## config.mk

```make
export PLATFORM = sky130hd
export DESIGN_NAME = xor_swap_direction_load_exec
export DESIGN_NICKNAME = d
export VERILOG_FILES = /design/src/xst_pkg.sv /design/src/xor_swap_direction_load_exec.sv /design/src/xst_decode.sv
export SDC_FILE = /design/constraint.sdc
export NUM_CORES = 1
export LEC_CHECK = 0
export ABC_AREA = 1
export BUFFER_PORTS_ARGS = -buffer_cell sky130_fd_sc_hd__buf_2
export CORE_UTILIZATION = 48
export CTS_BUF_LIST = sky130_fd_sc_hd__clkbuf_16
export DETAILED_ROUTE_END_ITERATION = 6
export GPL_TIMING_DRIVEN = 0
export PLACE_DENSITY_LB_ADDON = 0.15
export SYNTH_ARGS = -nofsm -noshare
export SYNTH_HDL_FRONTEND = slang
export SYNTH_SLANG_ARGS = --single-unit
```

## constraint.sdc

```tcl
create_clock -name i_clk -period 1.8 [get_ports i_clk]
set_input_delay 0.27 -clock i_clk [delete_from_list [all_inputs] [get_ports i_clk]]
set_output_delay 0.27 -clock i_clk [all_outputs]
set_load 0.005 [all_outputs]
```

## src/xst_pkg.sv

```systemverilog
package xst_pkg;

  // Instruction word and operand widths
  localparam int WORD_W = 14;
  localparam int DATA_W = 8;
  localparam int ADDR_W = 7;

  // Opcode patterns, compared under masks
  localparam logic [13:0] XOR_LIT_MASK  = 14'h3f00;
  localparam logic [13:0] XOR_LIT_CODE  = 14'h3a00;
  localparam logic [13:0] XOR_FILE_MASK = 14'h3f00;
  localparam logic [13:0] XOR_FILE_CODE = 14'h0600;
  localparam logic [13:0] SWAP_MASK     = 14'h3f00;
  localparam logic [13:0] SWAP_CODE     = 14'h0e00;
  localparam logic [13:0] DIR_MASK      = 14'h3ff8;
  localparam logic [13:0] DIR_CODE      = 14'h0060;

  // Field positions inside the instruction word
  localparam int DEST_BIT  = 7;
  localparam int DIR_SEL_W = 3;

  // Direction-load target range
  localparam logic [2:0] DIR_SEL_MIN = 3'h5;
  localparam logic [2:0] DIR_SEL_MAX = 3'h7;
  localparam int         DIR_NUM     = 3;

  // File addresses of the direction registers (bank 1 aliases of ports)
  localparam logic [6:0] DIR_ADDR_BASE = 7'h05;

  // Reset values
  localparam logic [7:0] W_RESET   = 8'h00;
  localparam logic [7:0] DIR_RESET = 8'hff;

  // Phase count per instruction cycle
  localparam int PHASES = 4;

  // Decoded operation kind
  typedef enum logic [2:0] {
    XST_OP_NONE,
    XST_OP_XOR_LIT,
    XST_OP_XOR_FILE,
    XST_OP_SWAP,
    XST_OP_DIR_LOAD
  } xst_op_t;

  // Decoded instruction fields
  typedef struct packed {
    xst_op_t     op;
    logic [7:0]  lit;
    logic [6:0]  addr;
    logic        dest;
    logic [2:0]  dir_sel;
  } xst_dec_t;

  // Write-back bundle toward the file register
  typedef struct packed {
    logic        we;
    logic [6:0]  addr;
    logic [7:0]  data;
  } xst_fwr_t;

endpackage
```

## src/xor_swap_direction_load_exec.sv

```systemverilog
`timescale 1ns/1ps
module xor_swap_direction_load_exec #(
  parameter int PHASES = xst_pkg::PHASES
) (
  // Clock and reset
  input  wire logic                 i_clk,
  input  wire logic                 i_rst_n,
  // Program fetch
  input  wire logic                 i_word_valid,
  input  wire logic [13:0]          i_word,
  output logic                      o_word_ready,
  // File register read port (operand)
  output logic [6:0]                o_file_raddr,
  input  wire logic [7:0]           i_file_rdata,
  // File register write port (result)
  output xst_pkg::xst_fwr_t         o_file_wr,
  // Status zero flag
  output logic                      o_zero_we,
  output logic                      o_zero,
  // Working register and direction registers
  output logic [7:0]                o_w,
  output logic [7:0]                o_dir [xst_pkg::DIR_NUM],
  // Phase and cycle end
  output logic [1:0]                o_phase,
  output logic                      o_cycle_done
);

  ////////////////////////////////////////////////////////////////////////
  // Phase sequencer
  //
  // The sequencer runs only while an instruction is in flight. A new word
  // is taken either from idle or in the Q4 phase of the previous one, so
  // back-to-back instructions keep one instruction per four clocks.
  // Trade-off: no overlap of fetch and execute beyond that single slot.

  // Q1 decode, Q2 operand read, Q3 process, Q4 write
  typedef enum logic [1:0] {
    XST_Q1,
    XST_Q2,
    XST_Q3,
    XST_Q4
  } xst_phase_t;

  xst_phase_t ph_reg;                    // Current phase
  xst_phase_t ph_next;                   // Next phase
  logic       busy_reg;                  // An instruction is in flight

  // Word taken only in idle or at the end of a cycle
  assign o_word_ready = !busy_reg || (ph_reg == XST_Q4);
  wire logic take     = i_word_valid && o_word_ready;

  // Phase advance
  // Wraps Q4 back to Q1; the default only catches an unknown state
  always_comb begin
    case (ph_reg)
      XST_Q1:  ph_next = XST_Q2;
      XST_Q2:  ph_next = XST_Q3;
      XST_Q3:  ph_next = XST_Q4;
      XST_Q4:  ph_next = XST_Q1;
      default: ph_next = XST_Q1;
    endcase
  end

  ////////////////////////////////////////////////////////////////////////
  // Decode

  logic [13:0]       word_reg;           // Held instruction word
  xst_pkg::xst_dec_t dec;                // Fields of the held word

  // The held word stays put from take to the end of Q4, so every field
  // that the write-back needs is still valid in the last phase.

  xst_decode i_xst_decode (
    .i_word (word_reg),
    .o_dec  (dec)
  );

  ////////////////////////////////////////////////////////////////////////
  // Operand read and process
  //
  // Q2 latches the operand: the literal field for the literal form, a
  // direction register for addresses 05..07, the file read data otherwise.
  // Q3 latches the result, so the Q4 write data comes from a flop and
  // never depends on the read port during the write phase.

  logic [7:0] w_reg;                     // Working register
  logic [7:0] dir_reg [xst_pkg::DIR_NUM]; // Direction registers
  logic [7:0] opnd_reg;                  // Operand latched in Q2
  logic [7:0] res_reg;                   // Result latched in Q3

  // Direction register index from file address or selector
  function automatic logic [1:0] dir_idx(input logic [6:0] a);
    dir_idx = 2'(a - xst_pkg::DIR_ADDR_BASE);
  endfunction

  // Address hits a direction register alias
  wire logic addr_is_dir = (dec.addr >= xst_pkg::DIR_ADDR_BASE) &&
                           (dec.addr < xst_pkg::DIR_ADDR_BASE + 7'(xst_pkg::DIR_NUM));
  // Operand mux: direction registers served locally, else file port
  wire logic [7:0] file_val = addr_is_dir ? dir_reg[dir_idx(dec.addr)] : i_file_rdata;
  wire logic [7:0] opnd_sel = (dec.op == xst_pkg::XST_OP_XOR_LIT) ? dec.lit : file_val;

  // Process: XOR or swap
  // Direction load passes W through unchanged as its result
  wire logic [7:0] res_sel =
    (dec.op == xst_pkg::XST_OP_SWAP)     ? {opnd_reg[3:0], opnd_reg[7:4]} :
    (dec.op == xst_pkg::XST_OP_DIR_LOAD) ? w_reg :
                                           (w_reg ^ opnd_reg);

  assign o_file_raddr = dec.addr;

  ////////////////////////////////////////////////////////////////////////
  // Write-back steering
  //
  // At most one destination per instruction, none for a no-op word. Literal XOR always goes to W;
  // file XOR and swap follow the destination bit; the direction load only
  // touches the selected direction register.

  wire logic in_q4    = busy_reg && (ph_reg == XST_Q4);
  wire logic is_xorl  = (dec.op == xst_pkg::XST_OP_XOR_LIT);
  wire logic is_steer = (dec.op == xst_pkg::XST_OP_XOR_FILE) || (dec.op == xst_pkg::XST_OP_SWAP);
  wire logic is_dir   = (dec.op == xst_pkg::XST_OP_DIR_LOAD);
  wire logic is_xor   = is_xorl || (dec.op == xst_pkg::XST_OP_XOR_FILE);

  // Destination 0 or literal form writes W
  wire logic w_we     = in_q4 && (is_xorl || (is_steer && !dec.dest));
  // Destination 1 writes back to the file
  wire logic f_we     = in_q4 && is_steer && dec.dest;
  // File write that lands on a direction alias is kept here
  wire logic f_dir_we = f_we && addr_is_dir;
  wire logic d_we     = in_q4 && is_dir;

  ////////////////////////////////////////////////////////////////////////
  // State registers

  // Sequencer, fetch latch and datapath stages
  // Synchronous reset only; operand and result latches are cleared
  // just to keep them out of unknown values, nothing reads them idle.
  always_ff @(posedge i_clk) begin
    if (!i_rst_n) begin
      ph_reg   <= XST_Q1;
      busy_reg <= 1'b0;
      word_reg <= 14'h0000;
      opnd_reg <= 8'h00;
      res_reg  <= 8'h00;
    end else begin
      // A take restarts at Q1; otherwise the phase advances while busy and holds when idle
      if (take) begin
        word_reg <= i_word;
        busy_reg <= 1'b1;
        ph_reg   <= XST_Q1;
      end else if (busy_reg) begin
        ph_reg   <= ph_next;
        busy_reg <= (ph_reg != XST_Q4);
      end
      // Operand sampled at the end of Q2
      if (busy_reg && ph_reg == XST_Q2) begin
        opnd_reg <= opnd_sel;
      end
      // Result sampled at the end of Q3
      if (busy_reg && ph_reg == XST_Q3) begin
        res_reg  <= res_sel;
      end
    end
  end

  // Working register
  // Only the Q4 strobe writes W, so an unknown word leaves it alone
  always_ff @(posedge i_clk) begin
    if (!i_rst_n) begin
      w_reg <= xst_pkg::W_RESET;
    end else if (w_we) begin
      w_reg <= res_reg;
    end
  end

  // Direction registers, one per port
  // Limitation: only three ports have direction registers; selector
  // values 0..4 of the direction load decode as a no-op.
  genvar gi;
  generate
    for (gi = 0; gi < xst_pkg::DIR_NUM; gi++) begin : g_dir
      wire logic sel_load = d_we && (dir_idx(7'(dec.dir_sel)) == 2'(gi));
      wire logic sel_file = f_dir_we && (dir_idx(dec.addr) == 2'(gi));
      always_ff @(posedge i_clk) begin
        if (!i_rst_n) begin
          dir_reg[gi] <= xst_pkg::DIR_RESET;
        end else if (sel_load || sel_file) begin
          dir_reg[gi] <= res_reg;
        end
      end
    end
  endgenerate

  ////////////////////////////////////////////////////////////////////////
  // Outputs
  //
  // Write strobes are combinational from the phase and the held word and
  // last exactly the Q4 clock. Data on every port comes from flops.
  // The file write is masked on direction aliases: those bytes live here,
  // so the outer file never holds a stale copy of them.

  // Zero flag only for the XOR forms; swap and direction-load leave it
  assign o_zero_we     = in_q4 && is_xor;
  assign o_zero        = (res_reg == 8'h00);
  assign o_file_wr.we   = f_we && !addr_is_dir;
  assign o_file_wr.addr = dec.addr;
  assign o_file_wr.data = res_reg;
  assign o_w           = w_reg;
  assign o_dir         = dir_reg;
  assign o_phase       = ph_reg;
  assign o_cycle_done  = in_q4;

endmodule

```

## src/xst_decode.sv

```systemverilog
`timescale 1ns/1ps
// Combinational instruction decoder
module xst_decode (
  // Instruction word
  input  wire logic [13:0]       i_word,
  // Decoded fields
  output xst_pkg::xst_dec_t      o_dec
);

  // Masked compare, used for every opcode class
  function automatic logic match(input logic [13:0] w, input logic [13:0] m, input logic [13:0] c);
    match = ((w & m) == c);
  endfunction

  // Class hits
  wire logic hit_lit  = match(i_word, xst_pkg::XOR_LIT_MASK, xst_pkg::XOR_LIT_CODE);
  wire logic hit_file = match(i_word, xst_pkg::XOR_FILE_MASK, xst_pkg::XOR_FILE_CODE);
  wire logic hit_swap = match(i_word, xst_pkg::SWAP_MASK, xst_pkg::SWAP_CODE);
  wire logic hit_dir  = match(i_word, xst_pkg::DIR_MASK, xst_pkg::DIR_CODE);
  // Only 5..7 are real direction targets; others decode as no-op
  wire logic dir_ok   = (i_word[2:0] >= xst_pkg::DIR_SEL_MIN) && (i_word[2:0] <= xst_pkg::DIR_SEL_MAX);

  // Operation select
  wire xst_pkg::xst_op_t op_sel =
    hit_lit              ? xst_pkg::XST_OP_XOR_LIT  :
    hit_file             ? xst_pkg::XST_OP_XOR_FILE :
    hit_swap             ? xst_pkg::XST_OP_SWAP     :
    (hit_dir && dir_ok)  ? xst_pkg::XST_OP_DIR_LOAD :
                           xst_pkg::XST_OP_NONE;

  assign o_dec.op      = op_sel;
  assign o_dec.lit     = i_word[7:0];
  assign o_dec.addr    = i_word[6:0];
  assign o_dec.dest    = i_word[xst_pkg::DEST_BIT];
  assign o_dec.dir_sel = i_word[2:0];

endmodule

```

==> impl_metrics.yaml <==
route:
  drt_first_pass_iters: 4
  vias: 3558
  drtIter0Drc: 185
  routedWlPerCell_um: 14.2
  drc: 0
  drtAntennaViolNets: 0
  viasPerCell: 5.23
  drt_wl_total_um: 9690
grt:
  grt_pass1_wl_um: 15500
  grt_use_total: 0.266
  grt_pass1_vias: 3248
  grt_max_degree: 14
  antenna_found_initial: 0
  gr-total-overflow: 0
worst_setup_path:
  crit_type: "flop to primary output"
  critPathTopFamily: "buffers and inverters"
  start_kind: "flop"
  timing.rr.end: "o_dir[11]"
  cpPeakStageDelay_ps: 380
  ff2ff_setup_slack_ps: 80
  crit_path_max_fanout: 7
  required_ps: 1530
  rr_worst_depth: 10
  worst-path-buf-inv: 3
  crit_arrival_ps: 1500
  worstSetupEndpointType: "primary output"
  critical_path.startpoint: "word_reg[0]"
  crit_chain: "buf_4, o21ai_4, a21oi_4, buf_6, nor4_4, buf_2"
  cp_slowest_cell: "dfxtp_4"
  r2r-start: "word_reg[1]"
layout:
  nets: 611
  diodes: 0
  final_area_mm2: 0.00457
  largest_register_ffs: 24
  areaGrowthSynthToFinish_pct: 31.4
  layout-drive-gt1-share: 0.354
timing:
  period_needed_ps: 1770
  drv_slew: 0
  finClkSkew_ps: 8.73
  tightest_slew_ps: 514
  whs_ps: 189
  finalHoldViolCount: 0
  setup_viol: 0
  rsz0062_at_grt: "yes"
  post-route-period-util: 0.982
  max_clock_freq_mhz: 566
  max_slew_margin: 0.658
place:
  dp_hpwl_um: 7230
  gp_congestion: 0.869
  numPortBuffers: 84
  postPlaceCellArea_mm2: 0.00402
power_and_ir_drop:
  ir_drop_mv: 0.628
  pwr_density_cell_mw_per_mm2: 847
  power.leakage_uw: 0.00222
clocking:
  clock_path_buffers: 2
  insertion_delay_ps: 340
  cts-buffers-inserted: 9
  cts_tree: "built"
  cts_num_sinks: 65
  clkSlewWorstSetupHoldPaths_ps: 60
  cts_root_buf: "clkbuf_16"
  cts_hold_buf: 0
  cts_max_level: 3
yosys:
  synth.top_cell.area_share: 0.374
  synth.area.top_cells: "dfxtp_1 37%, nand3_1 10%, nand2_1 7.7%"
  synth_area_mm2: 0.00348
  syn_inst: 470
  ys_types: 30
  syn_avg_cell_area_um2: 7.41
  synth_seq_area_share: 0.374
  synth_common_cells: "71 x nand2_1, 70 x nand3_1, 65 x dfxtp_1, 50 x o21ai_0, 45 x inv_1"
  yosys_warnings: 0
  synth_edf_count: 0
  yosysTopAreaCell: "dfxtp_1"
  syn-num-nets: 502
  synth-async-reset-ratio: 0
  ys_ff_latch: 65
  synth_most_common_cell: "nand2_1"
  synth_flop_cell: "dfxtp_1"
hold_path:
  hold_path.startpoint: "i_word[8]"
  min_delay_worst_endpoint: "word_reg[8]"
  hold_class: "input pin to flop"
  min_path_cells: 3
floorplanning:
  num_rows: 30
  io_pins: 86
  fp.dieH_um: 87.2
  start_util: 0.504
  die_w_um: 87.2
  core-area_mm2: 0.00691
  dieArea_mm2: 0.00760
status:
  outcome: "finished clean"
run:
  max_cap_violations: 0
[how the worst max path moves through the flow]
| stage | to | slack [ps] | cells past startpoint |
|---|---|---|---|
| floorplan | opnd_reg[6] | 140 | 9 |
| global placement | o_file_wr[15] | -210 | 8 |
| detailed placement | o_file_wr[15] | -220 | 8 |
| CTS | o_file_wr[15] | -100 | 8 |
| global route | o_file_wr[15] | -20 | 6 |
| finish | o_file_wr[15] | 30 | 6 |
[cells in the final DEF, fill, tap and decap left out, types with 3 or more instances in the layout]
cell and instances:
a21oi_1 32, a21oi_2 8, buf_2 87, buf_4 28, buf_6 9, clkbuf_1 9
clkbuf_16 9, clkinv_4 3, dfxtp_1 61, dfxtp_4 3, ha_1 6, inv_1 42
inv_2 5, nand2_1 69, nand2_2 6, nand2_4 3, nand3_1 70, nand3_2 16
nor2_1 25, nor2_4 3, o211ai_1 7, o21ai_0 50, o21ai_1 3, or2_2 7
[area by class of cell]
type,count,area (um2)
fillers,649,2330
multi-input cells,319,1830
flip-flops and latches,65,1310
repair buffers,99,537
plain buffers,36,253
clock buffers,9,225
inverters,49,190
well taps,96,120
clock inverters,7,103
[cell families after synthesis]
family | after synthesis | share of synthesized area
AOI/OAI and AO/OA | 103 | 0.167
adders and majority gates | 7 | 0.0252
buffers and inverters | 86 | 0.125
DFF | 65 | 0.374
and+or+nand+nor | 209 | 0.308
[per-stage QoR]
step	power, uW	std cells	setup WS (ps)	utilization	TNS, ps
after CTS	3860	675	-95.3	0.645	-129
after detailed placement	1940	650	-221	0.582	-5230
after floorplan	1810	470	138	-	0
after global placement	1930	650	-215	0.582	-3470
final	3870	680	32.1	0.662	0
after global routing	4000	680	-19.2	0.662	-28.6
[layer usage]
layer,vias up,wire length (um),global-route usage
met5,-,0,0
met4,0,166,0.0939
met3,13,342,0.0370
met2,71,4790,0.469
met1,1704,4390,0.332
li1,1770,-,-
[worst reg2reg max path, delay by kind of cell, from the launching register on]
kind,cells,cell delay [ps]
adder cells (fa/ha/maj),1,170
buffers and inverters,3,400
flip-flops,1,350
AND/OR/NAND/NOR,6,730
[report_power, final]
group / switching, uW / total, uW / internal [uW] / leakage [uW]
combinational: 248 / 430 / 182 / 0.00153
clock: 694 / 1920 / 1230 / 0.000157
sequential: 48.4 / 1520 / 1480 / 0.000531
[what timing repair did]
action	4_1_cts	5_1_grt
endpoints found under the setup margin	42	40
pin swaps	4	5
buffers inserted	9	6
gates resized for setup	12	23
Note: power is estimated with default switching activity, not from simulation.
